[config.mk]
export PLATFORM = sky130hd
export DESIGN_NAME = werm_top
export DESIGN_NICKNAME = d
export VERILOG_FILES = /design/src/werm_pkg.sv /design/src/werm_top.sv /design/src/werm_sticky_bank.sv
export SDC_FILE = /design/constraint.sdc
export NUM_CORES = 1
export LEC_CHECK = 0
export ABC_AREA = 1
export BUFFER_PORTS_ARGS = -buffer_cell sky130_fd_sc_hd__buf_4
export CORE_UTILIZATION = 55
export CTS_BUF_LIST = sky130_fd_sc_hd__clkbuf_4 sky130_fd_sc_hd__clkbuf_8 sky130_fd_sc_hd__clkbuf_16
export DETAILED_ROUTE_END_ITERATION = 12
export PLACE_DENSITY = 0.93
export SYNTH_ARGS = -nofsm -noshare
export SYNTH_HDL_FRONTEND = slang
export SYNTH_SLANG_ARGS = --single-unit
[constraint.sdc]
create_clock -name ref_clk -period 3.7 [get_ports ref_clk]
set_input_delay 0.37 -clock ref_clk [delete_from_list [all_inputs] [get_ports ref_clk]]
set_output_delay 0.37 -clock ref_clk [all_outputs]
set_load 0.01 [all_outputs]
[src/werm_pkg.sv]
/*
 * werm_pkg: constants, register indices and carrier types of the wake-up
 * event routing masks.
 * assumes: nothing; imported by werm_top and werm_sticky_bank.
 */
package werm_pkg;

    ////////////////////////////////////////////////////////////////////////
    // widths
    localparam int unsigned GP_N = 8;
    localparam int unsigned MISC_N = 5;
    localparam int unsigned APB_AW = 8;
    localparam int unsigned APB_DW = 32;

    ////////////////////////////////////////////////////////////////////////
    // register indices, byte address is four times the index
    localparam logic [7:0] IDX_GP_ROUTE = 8'h16;
    localparam logic [7:0] IDX_MISC_PWR = 8'h17;
    localparam logic [7:0] IDX_GP_PWR = 8'h18;
    localparam logic [7:0] IDX_MISC_UNPWR = 8'h19;
    localparam logic [7:0] IDX_GP_STAT = 8'h1b;
    localparam logic [7:0] IDX_MISC_STAT = 8'h1c;
    localparam logic [7:0] IDX_MISC_ROUTE = 8'h1d;

    ////////////////////////////////////////////////////////////////////////
    // values after reset, and the fixed unpowered gp gate
    localparam logic [7:0] RST_GP_ROUTE = 8'h00;
    localparam logic [4:0] RST_MISC_ROUTE = 5'h00;
    localparam logic [4:0] RST_MISC_GATE = 5'h1f;
    localparam logic [7:0] RST_GP_GATE = 8'hff;
    localparam logic [7:0] GP_GATE_UNPWR = 8'hff;
    localparam logic [7:0] RST_STAT8 = 8'h00;

    ////////////////////////////////////////////////////////////////////////
    // misc field positions; gp bit n is input n
    localparam int unsigned BIT_SERIAL1_CALL = 0;
    localparam int unsigned BIT_SERIAL2_CALL = 1;
    localparam int unsigned BIT_KEYBOARD = 2;
    localparam int unsigned BIT_MOUSE = 3;
    localparam int unsigned BIT_INFRARED = 4;
    localparam int unsigned BIT_GP_SHARED_PHONE = 4;

    ////////////////////////////////////////////////////////////////////////
    // carriers
    typedef struct packed {
        logic [MISC_N-1:0] misc;
        logic [GP_N-1:0] gp;
    } werm_events_t;

    typedef struct packed {
        logic psel;
        logic penable;
        logic pwrite;
        logic [APB_AW-1:0] paddr;
        logic [APB_DW-1:0] pwdata;
    } werm_apb_req_t;

    function automatic logic [APB_AW-1:0] werm_byte_addr(input logic [7:0] idx);
        return {idx[APB_AW-3:0], 2'b00};
    endfunction : werm_byte_addr

    function automatic logic [APB_DW-1:0] werm_word(input logic [7:0] val);
        return {24'h000000, val};
    endfunction : werm_word

endpackage : werm_pkg

[src/werm_top.sv]
/*
 * werm_top: wake-up event routing masks with an APB register slave.
 * Gates raw wake-up events toward their detectors, latches detected
 * events and routes them to one interrupt request line.
 * assumes: all inputs synchronous to ref_clk; detectors outside return
 * one-cycle pulses on detected_events; APB master per AMBA APB.
 * sw_reset and clk_en are sampled on the same edge as every other input.
 * no transfer may be made while clk_en is low, as all state is frozen.
 * gp gating with the main supply absent is fixed open, since that mask
 * is kept outside this block.
 * register map by byte address: 58h gp irq route, 5ch powered misc gate,
 * 60h powered gp gate, 64h unpowered misc gate, 6ch gp status,
 * 70h misc status, 74h misc irq route; any other address is refused.
 */
// Added by the designer: the APB register port.
`timescale 1ns/1ps
module werm_top (
    input wire logic ref_clk,
    input wire logic reset_n,
    input wire logic clk_en,
    input wire logic sw_reset,
    input wire logic main_supply_present,
    input wire logic psel,
    input wire logic penable,
    input wire logic pwrite,
    input wire logic [werm_pkg::APB_AW-1:0] paddr,
    input wire logic [werm_pkg::APB_DW-1:0] pwdata,
    output logic [werm_pkg::APB_DW-1:0] prdata,
    output logic pready,
    output logic pslverr,
    input wire werm_pkg::werm_events_t raw_events,
    input wire werm_pkg::werm_events_t detected_events,
    output werm_pkg::werm_events_t gated_events,
    output logic wake_irq
);
    import werm_pkg::*;

    ////////////////////////////////////////////////////////////////////////
    // state
    logic [GP_N-1:0] gp_route;
    logic [MISC_N-1:0] misc_route;
    logic [MISC_N-1:0] misc_pwr;
    logic [GP_N-1:0] gp_pwr;
    logic [MISC_N-1:0] misc_unpwr;
    logic [GP_N-1:0] next_gp_route;
    logic [MISC_N-1:0] next_misc_route;
    logic [MISC_N-1:0] next_misc_pwr;
    logic [GP_N-1:0] next_gp_pwr;
    logic [MISC_N-1:0] next_misc_unpwr;
    logic [APB_DW-1:0] next_prdata;
    logic addr_hit;
    logic next_addr_hit;
    werm_events_t next_gated_events;
    logic next_wake_irq;
    logic [GP_N-1:0] gp_stat;
    logic [MISC_N-1:0] misc_stat;
    logic [GP_N-1:0] gp_clear;
    logic [MISC_N-1:0] misc_clear;
    logic setup_phase;
    logic wr_access;

    // write strobes
    logic wr_gp_route;
    logic wr_misc_route;
    logic wr_misc_pwr;
    logic wr_gp_pwr;
    logic wr_misc_unpwr;
    logic wr_gp_stat;
    logic wr_misc_stat;

    // read selection, gate selection and routed status
    logic [APB_DW-1:0] rd_value;
    logic [MISC_N-1:0] misc_gate_sel;
    logic [GP_N-1:0] gp_gate_sel;
    logic [GP_N-1:0] routed_gp;
    logic [MISC_N-1:0] routed_misc;

    function automatic logic reg_sel(input logic [APB_AW-1:0] a, input logic [7:0] idx);
        return a == werm_byte_addr(idx);
    endfunction : reg_sel

    // reserved bits 7-5 of the misc registers read as zero
    function automatic logic [7:0] misc_byte(input logic [MISC_N-1:0] v);
        return {{(8 - MISC_N){1'b0}}, v};
    endfunction : misc_byte

    function automatic logic decode_hit(input logic [APB_AW-1:0] a);
        return reg_sel(a, IDX_GP_ROUTE) || reg_sel(a, IDX_MISC_PWR)
            || reg_sel(a, IDX_GP_PWR) || reg_sel(a, IDX_MISC_UNPWR)
            || reg_sel(a, IDX_GP_STAT) || reg_sel(a, IDX_MISC_STAT)
            || reg_sel(a, IDX_MISC_ROUTE);
    endfunction : decode_hit

    ////////////////////////////////////////////////////////////////////////
    // apb handshake: zero wait states, error on unmapped access
    assign setup_phase = psel && !penable;
    // every access completes in its first access cycle
    assign pready = 1'b1;
    assign pslverr = psel && penable && !addr_hit;
    assign wr_access = psel && penable && pwrite && addr_hit;

    // read value of the addressed register
    always_comb begin
        rd_value = '0;
        unique case (paddr)
            werm_byte_addr(IDX_GP_ROUTE): rd_value = werm_word(gp_route);
            werm_byte_addr(IDX_MISC_PWR): rd_value = werm_word(misc_byte(misc_pwr));
            werm_byte_addr(IDX_GP_PWR): rd_value = werm_word(gp_pwr);
            werm_byte_addr(IDX_MISC_UNPWR): rd_value = werm_word(misc_byte(misc_unpwr));
            werm_byte_addr(IDX_GP_STAT): rd_value = werm_word(gp_stat);
            werm_byte_addr(IDX_MISC_STAT): rd_value = werm_word(misc_byte(misc_stat));
            werm_byte_addr(IDX_MISC_ROUTE): rd_value = werm_word(misc_byte(misc_route));
            default: rd_value = '0;
        endcase
    end

    // read data is captured in setup, so it stands through the access phase
    always_comb begin
        next_addr_hit = addr_hit;
        next_prdata = prdata;
        if (setup_phase) begin
            next_addr_hit = decode_hit(paddr);
            next_prdata = '0;
            if (!pwrite) begin
                next_prdata = rd_value;
            end
        end
    end

    always_ff @(posedge ref_clk or negedge reset_n) begin
        if (!reset_n) begin
            addr_hit <= 1'b0;
            prdata <= '0;
        end else if (clk_en) begin
            addr_hit <= next_addr_hit;
            prdata <= next_prdata;
        end
    end

    ////////////////////////////////////////////////////////////////////////
    // one write strobe per register, only in a decoded access phase
    // reserved and unmapped offsets get no strobe
    always_comb begin
        wr_gp_route = wr_access && reg_sel(paddr, IDX_GP_ROUTE);
        wr_misc_route = wr_access && reg_sel(paddr, IDX_MISC_ROUTE);
        wr_misc_pwr = wr_access && reg_sel(paddr, IDX_MISC_PWR);
        wr_gp_pwr = wr_access && reg_sel(paddr, IDX_GP_PWR);
        wr_misc_unpwr = wr_access && reg_sel(paddr, IDX_MISC_UNPWR);
        wr_gp_stat = wr_access && reg_sel(paddr, IDX_GP_STAT);
        wr_misc_stat = wr_access && reg_sel(paddr, IDX_MISC_STAT);
    end

    ////////////////////////////////////////////////////////////////////////
    // mask registers
    always_comb begin
        next_gp_route = gp_route;
        next_misc_route = misc_route;
        next_misc_pwr = misc_pwr;
        next_gp_pwr = gp_pwr;
        next_misc_unpwr = misc_unpwr;
        // sw_reset wins over a write in the same cycle
        if (sw_reset) begin
            next_gp_route = RST_GP_ROUTE;
            next_misc_route = RST_MISC_ROUTE;
            next_misc_pwr = RST_MISC_GATE;
            next_gp_pwr = RST_GP_GATE;
            next_misc_unpwr = RST_MISC_GATE;
        end else if (wr_access) begin
            if (wr_gp_route) begin
                next_gp_route = pwdata[GP_N-1:0];
            end
            if (wr_misc_route) begin
                next_misc_route = pwdata[MISC_N-1:0];
            end
            // reserved bits 7-5 are not stored
            if (wr_misc_pwr) begin
                next_misc_pwr = pwdata[MISC_N-1:0];
            end
            if (wr_gp_pwr) begin
                next_gp_pwr = pwdata[GP_N-1:0];
            end
            if (wr_misc_unpwr) begin
                next_misc_unpwr = pwdata[MISC_N-1:0];
            end
        end
    end

    always_ff @(posedge ref_clk or negedge reset_n) begin
        if (!reset_n) begin
            gp_route <= RST_GP_ROUTE;
            misc_route <= RST_MISC_ROUTE;
            misc_pwr <= RST_MISC_GATE;
            gp_pwr <= RST_GP_GATE;
            misc_unpwr <= RST_MISC_GATE;
        end else if (clk_en) begin
            gp_route <= next_gp_route;
            misc_route <= next_misc_route;
            misc_pwr <= next_misc_pwr;
            gp_pwr <= next_gp_pwr;
            misc_unpwr <= next_misc_unpwr;
        end
    end

    ////////////////////////////////////////////////////////////////////////
    // write-one-to-clear of detected event status
    // a detector pulse in the same cycle as the clear keeps its bit set
    always_comb begin
        gp_clear = '0;
        misc_clear = '0;
        if (wr_gp_stat) begin
            gp_clear = pwdata[GP_N-1:0];
        end
        if (wr_misc_stat) begin
            misc_clear = pwdata[MISC_N-1:0];
        end
    end

    werm_sticky_bank #(
        .WIDTH(GP_N)
    ) u_gp_stat (
        .clk(ref_clk),
        .reset_n(reset_n),
        .clk_en(clk_en),
        .sw_reset(sw_reset),
        .set_pulse(detected_events.gp),
        .clear_ones(gp_clear),
        .flags(gp_stat)
    );

    werm_sticky_bank #(
        .WIDTH(MISC_N)
    ) u_misc_stat (
        .clk(ref_clk),
        .reset_n(reset_n),
        .clk_en(clk_en),
        .sw_reset(sw_reset),
        .set_pulse(detected_events.misc),
        .clear_ones(misc_clear),
        .flags(misc_stat)
    );

    ////////////////////////////////////////////////////////////////////////
    // gate mask chosen by supply state
    always_comb begin
        if (main_supply_present) begin
            misc_gate_sel = misc_pwr;
            gp_gate_sel = gp_pwr;
        end else begin
            misc_gate_sel = misc_unpwr;
            gp_gate_sel = GP_GATE_UNPWR;
        end
    end

    ////////////////////////////////////////////////////////////////////////
    // raw event gating toward detectors
    // gp bit 4 is the shared phone ring input; one bit serves both uses
    always_comb begin
        next_gated_events.misc = raw_events.misc & misc_gate_sel;
        next_gated_events.gp = raw_events.gp & gp_gate_sel;
    end

    always_ff @(posedge ref_clk or negedge reset_n) begin
        if (!reset_n) begin
            gated_events <= '0;
        end else if (clk_en) begin
            gated_events <= next_gated_events;
        end
    end

    ////////////////////////////////////////////////////////////////////////
    // interrupt routing; no general enable in the path
    // the routing mask doubles as the interrupt enable
    assign routed_gp = gp_stat & gp_route;
    assign routed_misc = misc_stat & misc_route;

    always_comb begin
        next_wake_irq = |routed_gp || |routed_misc;
    end

    always_ff @(posedge ref_clk or negedge reset_n) begin
        if (!reset_n) begin
            wake_irq <= 1'b0;
        end else if (clk_en) begin
            wake_irq <= next_wake_irq;
        end
    end

endmodule : werm_top

[src/werm_sticky_bank.sv]
/*
 * werm_sticky_bank: sticky event flags, set by hardware pulses, cleared by
 * writing ones.
 * assumes: set and clear are synchronous to clk; clk_en freezes the bank.
 */
`timescale 1ns/1ps
module werm_sticky_bank #(
    parameter int unsigned WIDTH = 8
) (
    input wire logic clk,
    input wire logic reset_n,
    input wire logic clk_en,
    input wire logic sw_reset,
    input wire logic [WIDTH-1:0] set_pulse,
    input wire logic [WIDTH-1:0] clear_ones,
    output logic [WIDTH-1:0] flags
);
    import werm_pkg::*;

    logic [WIDTH-1:0] next_flags;

    ////////////////////////////////////////////////////////////////////////
    // set wins over a clear in the same cycle
    always_comb begin
        next_flags = flags;
        if (sw_reset) begin
            next_flags = '0;
        end else begin
            next_flags = (flags & ~clear_ones) | set_pulse;
        end
    end

    always_ff @(posedge clk or negedge reset_n) begin
        if (!reset_n) begin
            flags <= '0;
        end else if (clk_en) begin
            flags <= next_flags;
        end
    end

endmodule : werm_sticky_bank

==> results of run 1 <==
==> cells in the final DEF, fill, tap and decap left out, types with 3 or more instances in the layout <==
cell type and instances:
nor2_4 3, nand2_4 4, conb_1 25, o211ai_1 12
o21ai_0 18, dfrtp_1 49, clkbuf_8 9, nand2_1 199
buf_4 72, clkinv_2 3, inv_1 44, nand3_1 47
nor2_1 39, o21ai_1 26, dfstp_2 18, inv_2 7
==> flip-flops by register name, summed over array words and instances, names as in the netlist <==
name               cells
misc_unpwr             5
gp_pwr                 8
addr_hit               1
u_misc_stat.flags      5
wake_irq               1
gp_route               8
gated_events          13
prdata                 8
u_gp_stat.flags        8
misc_route             5
misc_pwr               5
==> routing by layer <==
| metal | part of all wire | track usage |
|---|---|---|
| met5 | 0 | 0 |
| met4 | 0.029 | 0.133 |
| met3 | 0.072 | 0.0558 |
| met2 | 0.48 | 0.471 |
| met1 | 0.42 | 0.369 |
==> cell type report <==
| type | instances | area, sq um |
|---|---|---|
| fill | 595 | 2270 |
| multi-input combinational | 390 | 1780 |
| sequential | 67 | 1700 |
| timing repair buffer | 72 | 541 |
| inverter | 51 | 191 |
| clock buffer | 9 | 124 |
| tap | 96 | 120 |
| clock inverter | 7 | 68.8 |
==> path summary, 6_finish.rpt <==
check	from	to	slack, ns	depth (start not counted)
max	paddr[0]	u_gp_stat.flags[3]	1.81	11
min reg2reg	gp_route[3]	gp_route[3]	0.48	2
min in group ref_clk	detected_events[9]	u_misc_stat.flags[1]	0.21	3
max reg2reg	addr_hit	u_misc_stat.flags[2]	2.25	7
max in group asynchronous	reset_n	misc_route[4]	3.02	1
min	reset_n	gp_route[7]	0.11	1
==> per-stage QoR <==
step / hold WS, ns / cells / worst slack, ns / instance area (sq um) / total power (W)
after floorplan: 0.0744 / 550 / 2.31 / 3940 / 0.00104
after global placement: 0.455 / 676 / 1.54 / 4330 / 0.00115
after detailed placement: 0.458 / 676 / 1.48 / 4330 / 0.00116
after CTS: 0.147 / 692 / 1.85 / 4520 / 0.00175
after global routing: 0.197 / 692 / 1.58 / 4520 / 0.00182
final: 0.110 / 692 / 1.81 / 4520 / 0.00175
==> logic make-up after synthesis <==
family,count (synthesis)
AND/OR/NAND/NOR,303
AO/OA/AOI/OAI,62
buffers and inverters,93
other,2
flip-flops,67
==> power by group <==
part	internal [W]	switching, W	total (W)
clock	0.000308	0.000293	0.000601
sequential	0.000815	0.0000610	0.000876
combinational	0.000108	0.000165	0.000273
==> metrics.cfg, run 1 <==
[clocking]
path_clk_slew_ns=0.08
cts_hold_buffers=0
worstSkewPairLatency_ns=0.36
h-tree-depth=3
cts_tree=built
cts.repair.resized=0
clockBufferDepth=2
cts_setup_buffers=0
cts-root-buf=clkbuf_8
numCtsBuffers=9
cts_sinks=67

[sta]
tns_ns=0
finalCritPeriodShare=0.510
rsz0062_at_grt=no
worst_pin_slew_ns=0.847
slew_headroom=0.435
slew_violations=0
fin_crit_ns=1.89
clock_skew_ns=0.00830
setup-violations-final=0
fmax_mhz=530
final-hold-violation-count=0

[synthesis]
ys_seq_area_frac=0.441
synth_edf_count=0
synth_compound_area_frac=0.0921
synthAdderAreaFrac=0
synth_top_family_by_area=simple AND/OR/NAND/NOR gates
avgSynthCellArea_sq_um=7.32
yosysWarnings=0
netlist_instances=527
synthMuxAreaShare=0
synth_cell_types=30
synth_top_area_frac=0.318
ys_seq_elements=67
synth.largest_area_cell=dfrtp_1
synthFlopType=dfrtp_1
syn-cell-area_sq_mm=0.00386
synthSimpleGateAreaFrac=0.345
synth_commonest_cells=nand2_1, dfrtp_1, nand3_1
synth.most_common_cell=nand2_1
synthArstFlopShare=1.00
synth_xor_area_frac=0
synth_area_leaders=dfrtp_1, nand2_1, dfstp_2, nand3_1, buf_4

[power_and_ir_drop]
peakVddDrop_uv=229
power.density_mw_per_mm2=387
p_leak_nw=2.46

[floorplanning]
ios=122
initial_core_util=0.568
die_area_sq_mm=0.00735
rows=30
coreArea_sq_mm=0.00679
dieWidth_um=85.7
dieHeight_um=85.7

[final_layout]
diodes=0
final_util=0.666
layout.nets=665
final_layout_size_suffix_gt1_frac=0.215
syn_to_final_growth_pct=17.3

[drt]
drt_iter0_drc=370
drt_pass1_iterations=5
vias=3677
detail_route.wl_per_cell_um=14.6
final_antenna_net_count=0
drcViolationCount=0
routed_via_density=5.31
routed_wl_um=10100

[worst_setup_path]
crit_chain=buf_4 -> inv_2 -> nand2_1 -> nor2_1 -> nand2_1 -> nor2_4 -> nand2_1 -> nand2_1 -> nand2_1 -> nand2_1 -> o21ai_1
start_kind=input port
cp_max_fo=12
critPathRequiredTime_ns=3.93
critPathKind=input port to flop
critPathArrivalTime_ns=2.12
cp_slowest_cell=nor2_1
crit_path_max_incr_delay_ns=0.59
path_common_cell=nand2_1
endpoint_kind=flop
cp_num_buf_inv=2
cp_top_family=simple AND/OR/NAND/NOR gates

[placement]
gp_congestion=0.911
portBuffers=72
post-dp-hpwl_um=7430

[grt]
antenna_found_initial=0
grt_pass1_wl_um=16100
grt_pass1_vias=3317
grt.total_usage=0.287
grt_overflow=0
grt_max_degree=68

[flow_run]
maxCapViolCount=0

[min_path]
hold_class=input port to asynchronous set/reset pin

[status]
status=finished clean

Power figures use the tool's default switching activity.
==> run 2, diff against run 1 <==
- ABC_AREA: 1 -> 0
- CORE_UTILIZATION: 55 -> 51
- PLACE_DENSITY: 0.93 -> 0.88
- clock period: 3.7 -> 1.8 ns (I/O delays scaled with it)
==> metrics.cfg, run 2 <==
[floorplanning]
rows=30  ; unchanged
die_area_sq_mm=0.00761  ; +3.6%
dieWidth_um=87.2  ; +1.8%
coreArea_sq_mm=0.00691  ; +1.7%
dieHeight_um=87.2  ; +1.8%
initial_core_util=0.537  ; -0.0310
ios=122  ; unchanged

[worst_setup_path]
crit_chain=and4_1 -> nand4_4 -> nor4b_1 -> o21ai_0 -> a22o_1
cp_max_fo=6  ; -6
critPathArrivalTime_ns=1.87  ; -0.25 ns
crit_path_max_incr_delay_ns=0.36  ; -0.23 ns
cp_top_family=simple AND/OR/NAND/NOR gates
cp_num_buf_inv=0  ; -2
critPathKind=flop to flop
start_kind=flop
critPathRequiredTime_ns=2.04  ; -1.89 ns
endpoint_kind=flop
cp_slowest_cell=dfrtp_1

[synthesis]
synthMuxAreaShare=0.0311  ; +0.0311
avgSynthCellArea_sq_um=9.75  ; +33%
synth_area_leaders=dfrtp_1, dfstp_2, buf_4, a22o_1, nand2_1
synth.largest_area_cell=dfrtp_1
synth.most_common_cell=dfrtp_1
synth_commonest_cells=dfrtp_1, nand2_1, nor2_1
netlist_instances=380  ; -28%
synthSimpleGateAreaFrac=0.194  ; -0.151
synthAdderAreaFrac=0  ; unchanged
synthFlopType=dfrtp_1
synth_compound_area_frac=0.229  ; +0.137
ys_seq_area_frac=0.458  ; +0.0179
synth_cell_types=54  ; +80%
syn-cell-area_sq_mm=0.00371  ; -3.9%
synth_top_area_frac=0.331  ; +0.0129
synth_edf_count=0  ; unchanged
synthArstFlopShare=1.00  ; unchanged
synth_xor_area_frac=0  ; unchanged
synth_top_family_by_area=compound AO/OA/AOI/OAI gates
ys_seq_elements=67  ; unchanged
yosysWarnings=0  ; unchanged

[placement]
gp_congestion=0.920  ; +1.0%
post-dp-hpwl_um=7210  ; -3.0%
portBuffers=72  ; unchanged

[grt]
grt.total_usage=0.284  ; -0.00259
grt_pass1_vias=3065  ; -7.6%
grt_overflow=0  ; unchanged
antenna_found_initial=0  ; unchanged
grt_max_degree=68  ; unchanged
grt_pass1_wl_um=15900  ; -1.4%

[final_layout]
final_layout_size_suffix_gt1_frac=0.288  ; +0.0734
layout.nets=527  ; -21%
regMostFlops=gated_events
final_common_cell=buf_4
final_util=0.651  ; -0.0143
diodes=0  ; unchanged
largest_register_ff_count=13  ; unchanged
multi_input_area_sq_mm=0.00178  ; -0.21%
final_cell_mix=buf_4, dfrtp_1, nand2_1
syn_to_final_growth_pct=21.4
fillers=565  ; -5.0%
ff_latch_area_sq_mm=0.00170  ; unchanged

[drt]
drt_iter0_drc=310  ; -16%
vias=3354  ; -8.8%
drcViolationCount=0  ; unchanged
routed_wl_um=10100  ; +0.67%
drt_pass1_iterations=5  ; unchanged
detail_route.wl_per_cell_um=18.3  ; +26%
routed_via_density=6.05  ; +14%
final_antenna_net_count=0  ; unchanged

[clocking]
numCtsBuffers=9  ; unchanged
cts.repair.resized=0  ; unchanged
cts-root-buf=clkbuf_8
clockBufferDepth=2  ; unchanged
cts_setup_buffers=0  ; unchanged
worstSkewPairLatency_ns=0.36  ; about the same
path_clk_slew_ns=0.07  ; about the same
h-tree-depth=3  ; unchanged
cts_sinks=67  ; unchanged
cts_tree=built

[sta]
slew_violations=0  ; unchanged
tns_ns=0  ; unchanged
clock_skew_ns=0.00958  ; +0.00128 ns
slew_headroom=0.432  ; -0.00303
setup-violations-final=0  ; unchanged
finalCritPeriodShare=0.902
timing.hold.ws_ns=0.0171  ; -0.0926 ns
final-hold-violation-count=0  ; unchanged
fmax_mhz=616
rsz0062_at_grt=no
fin_crit_ns=1.62
worst_pin_slew_ns=0.851  ; +0.00454 ns

[flow_run]
maxCapViolCount=0  ; unchanged

[min_path]
hold_class=input port to flop

[status]
status=finished clean

[power_and_ir_drop]
power.density_mw_per_mm2=819  ; +110%
peakVddDrop_uv=691  ; +200%
p_leak_nw=2.03  ; -18%

-- run 2: cell types whose count changed in the layout (fill, tap and decap cells not counted), sizes merged, moves of 17 or more --
cell / delta
a22o: +19
nand3: -38
inv: -37
o21ai: -17
nor2: -17
nand2: -162
-- run 2: worst paths after layout --
kind	startpoint	end	slack (ns)	depth (start not counted)
max	addr_hit	u_misc_stat.flags[1]	0.18	5
max in group asynchronous	reset_n	misc_route[4]	0.77	2
min reg2reg	prdata[6]	prdata[6]	0.48	2
max reg2reg	addr_hit	u_misc_stat.flags[1]	0.18	5
min in group asynchronous	reset_n	gated_events[1]	0.46	2
min	pwdata[5]	u_gp_stat.flags[5]	0.02	2
-- run 2: layout make-up --
| cell class | count | area share |
|---|---|---|
| inverter | 13 | 0.0108 |
| tap | 96 | 0.0267 |
| clock inverter | 6 | 0.0195 |
| multi-input combinational | 280 | 0.395 |
| clock buffer | 10 | 0.0306 |
| timing repair buffer | 82 | 0.140 |
| sequential | 67 | 0.378 |
-- run 2: layer usage --
| metal | vias up | wire length [um] | track usage |
|---|---|---|---|
| li1 | 1489 | - | - |
| met1 | 1632 | 4050 | 0.362 |
| met2 | 209 | 4860 | 0.457 |
| met3 | 24 | 1050 | 0.0957 |
| met4 | 0 | 174 | 0.0909 |
| met5 | - | 0 | 0 |
-- run 2: per-stage QoR --
stage / total power (W) / worst slack, ns / cells / cell area [sq um]
floorplan: 0.00202 / 0.281 / 403 / 3790
global placement: 0.00225 / 0.117 / 537 / 4260
detailed placement: 0.00227 / 0.0531 / 537 / 4260
CTS: 0.00368 / 0.153 / 554 / 4500
global route: 0.00382 / 0.00301 / 554 / 4500
finish: 0.00369 / 0.176 / 554 / 4500
-- run 2: power by group --
part | internal (W) | total (W) | switching (W) | leakage [nW]
sequential | 0.00161 | 0.00170 | 0.0000927 | 0.825
combinational | 0.000245 | 0.000559 | 0.000314 | 1.09
clock | 0.000819 | 0.00142 | 0.000604 | 0.117
-- run 2: kinds of logic (layout without fill, tap and decap cells) --
logic type,after synthesis,after routing
DFF,67,67
AOI/OAI and AO/OA,118,118
buffers and inverters,56,111
muxes,11,11
and+or+nand+nor,126,126
other,2,25
-- run 2: repair_timing --
action / 4_1_cts / 5_1_grt
hold endpoints to repair: 49 / 0
endpoints found under the setup margin: 0 / 0
hold buffers: 1 / 0
==> run 3, diff against run 2 <==
- CORE_UTILIZATION: 51 -> 52
- PLACE_DENSITY: 0.88 -> 0.89
- SYNTH_HIERARCHICAL: unset -> 1
==> metrics.cfg, run 3 <==
[status]
status=finished clean

[drt]
routed_wl_um=9650  ; -4.8%
drt_pass1_iterations=5  ; unchanged
drcViolationCount=0  ; unchanged
met3_wirelength_um=635  ; -39%
routed_via_density=5.84  ; -3.6%
top_layer=met4
wl_met1_um=4410  ; +8.9%
drt_iter0_drc=267  ; -14%
detail_route.wl_per_cell_um=17.5  ; -4.5%
vias=3222  ; -3.9%
wl_met2_um=4480  ; -7.9%
final_antenna_net_count=0  ; unchanged

[sta]
final-hold-violation-count=0  ; unchanged
clock_skew_ns=0.00868  ; -0.000899 ns
tns_ns=0  ; unchanged
fin_crit_ns=1.65  ; +0.0270 ns
slew_violations=0  ; unchanged
worst_pin_slew_ns=0.827  ; -0.0241 ns
fmax_mhz=606  ; -1.6%
setup-violations-final=0  ; unchanged
rsz0062_at_grt=no
finalCritPeriodShare=0.917  ; +0.0150
slew_headroom=0.448  ; +0.0161

[synthesis]
netlist_instances=373  ; -1.8%
synth_edf_count=0  ; unchanged
synth_top_area_frac=0.313  ; -0.0175
yosysWarnings=6  ; +6
synthFlopType=dfrtp_1
syn-cell-area_sq_mm=0.00391  ; +5.6%
ys_seq_elements=67  ; unchanged
synth.largest_area_cell=dfrtp_1
synth.most_common_cell=dfrtp_1
ys_seq_area_frac=0.434  ; -0.0242
synth_area_leaders=dfrtp_1, dfstp_2, mux2_2, buf_4, o2bb2ai_1
synth_cell_types=61  ; +13%
avgSynthCellArea_sq_um=10.5  ; +7.6%
synth_commonest_cells=dfrtp_1, buf_4, inv_1
synthArstFlopShare=1.00  ; unchanged

[grt]
grt_pass1_vias=3061  ; -0.13%
grt_max_degree=68  ; unchanged
grt_overflow=0  ; unchanged
grt_pass1_wl_um=15400  ; -3.1%
antenna_found_initial=0  ; unchanged
grt.total_usage=0.264  ; -0.0207

[final_layout]
fillers=619  ; +9.6%
final_common_cell=buf_4
final_layout_size_suffix_gt1_frac=0.364  ; +0.0760
final_cells=552  ; -0.36%
syn_to_final_growth_pct=19.3
regMostFlops=gated_events
largest_register_ff_count=13  ; unchanged
layout.nets=522  ; -0.95%
diodes=0  ; unchanged
final_cell_mix=buf_4, dfrtp_1, conb_1

[clocking]
clockBufferDepth=2  ; unchanged
numCtsBuffers=9  ; unchanged
path_clk_slew_ns=0.07  ; about the same
cts_sinks=67  ; unchanged
h-tree-depth=3  ; unchanged
cts_tree=built
worstSkewPairLatency_ns=0.35  ; about the same
cts-root-buf=clkbuf_8

[placement]
dp_cells=535  ; -0.37%
portBuffers=72  ; unchanged
gp_congestion=0.908  ; -1.3%
post-dp-hpwl_um=7210  ; about the same

[floorplanning]
ios=122  ; unchanged
die_area_sq_mm=0.00787  ; +3.5%
rows=31  ; +3.3%
initial_core_util=0.539  ; +0.00282
dieHeight_um=88.7  ; +1.7%
dieWidth_um=88.7  ; +1.7%
coreArea_sq_mm=0.00725  ; +5.0%

[power_and_ir_drop]
comb_power_share=0.181  ; +0.029
power.internal_w=0.00281  ; +4.9%
switching_power_w=0.00104  ; +3.4%
clkPwrFrac=0.344  ; -0.042
power.density_mw_per_mm2=825  ; +0.70%
p_leak_nw=2.09  ; +3.0%
p_seq_frac=0.475  ; +0.013
peakVddDrop_uv=408  ; -41%
swShare=0.271  ; -0.00292

[worst_setup_path]
critPathKind=flop to flop
endpoint_kind=flop
critPathArrivalTime_ns=1.89  ; +0.02 ns
cp_max_fo=5  ; -1
critPathRequiredTime_ns=2.03  ; about the same
start_kind=flop

[flow_run]
maxCapViolCount=0  ; unchanged

[min_path]
hold_class=input port to flop

## run 3: per-layer routing
layer / GRT usage / up-vias
met5: 0 / -
met3: 0.0448 / 14
met2: 0.431 / 158
li1: - / 1452
met4: 0.0689 / 0
met1: 0.364 / 1598
## run 3: area by class of cell
type / instances / area (sq um) / share of cell area
clock buffer: 14 / 174 / 0.0372
tap: 99 / 124 / 0.0265
timing repair buffer: 86 / 648 / 0.139
sequential: 67 / 1700 / 0.364
clock inverter: 2 / 35.0 / 0.00750
inverter: 24 / 90.1 / 0.0193
multi-input combinational: 260 / 1900 / 0.407
## run 3: cell families after synthesis
group           after synthesis  share of synthesized area
flops                        67                      0.434
buf+inv                      69                      0.103
mux                          34                      0.105
simple gates                 96                      0.143
other cells                   2                    0.00192
compound gates              105                      0.214
## run 3: worst paths after layout
| path | start | end | slack, ns | depth (start not counted) |
|---|---|---|---|---|
| setup reg to reg | addr_hit | misc_route[0] | 0.15 | 5 |
| setup / recovery | addr_hit | misc_route[0] | 0.15 | 5 |
| hold reg to reg | gated_events[11] | gated_events[11] | 0.49 | 1 |
| hold / removal | raw_events[11] | gated_events[11] | 0.06 | 3 |
| max in group asynchronous | reset_n | prdata[3] | 0.78 | 2 |
| min in group asynchronous | reset_n | gated_events[9] | 0.47 | 2 |
## run 3: worst max-delay path: stages (launching register included)
cell,delay (ns)
dfrtp_1,0.38
and4_2,0.33
nand4b_1,0.15
nor2_1,0.13
o21a_2,0.20
mux2_2,0.35
## run 3: power groups by stage
stage,Sequential [W],Combinational [W],Clock [W]
after floorplan,0.00181,0.000452,0
after global placement,0.00184,0.000671,0
after detailed placement,0.00185,0.000694,0
after CTS,0.00183,0.000699,0.00133
after global routing,0.00184,0.000767,0.00138
final,0.00183,0.000698,0.00132
## run 3: timing repair
item                                    CTS  global route
endpoints found under the setup margin    0             2
setup buffers                             0             0
endpoints found under the hold margin    49             0
hold buffers                              1             0
gates resized for setup                   0             1
## run 3: per-stage QoR
stage | hold WS, ns | instance area (sq um) | util | power, W | setup slack (ns)
2_1_floorplan | -0.116 | 4000 | - | 0.00227 | 0.129
3_3_place_gp | 0.315 | 4450 | 0.613 | 0.00251 | 0.0397
3_5_place_dp | 0.333 | 4450 | 0.613 | 0.00255 | 0.0168
4_1_cts | 0.0607 | 4670 | 0.644 | 0.00385 | 0.120
5_1_grt | 0.0732 | 4670 | 0.644 | 0.00399 | 0.0262
6_report | 0.0622 | 4670 | 0.644 | 0.00385 | 0.149
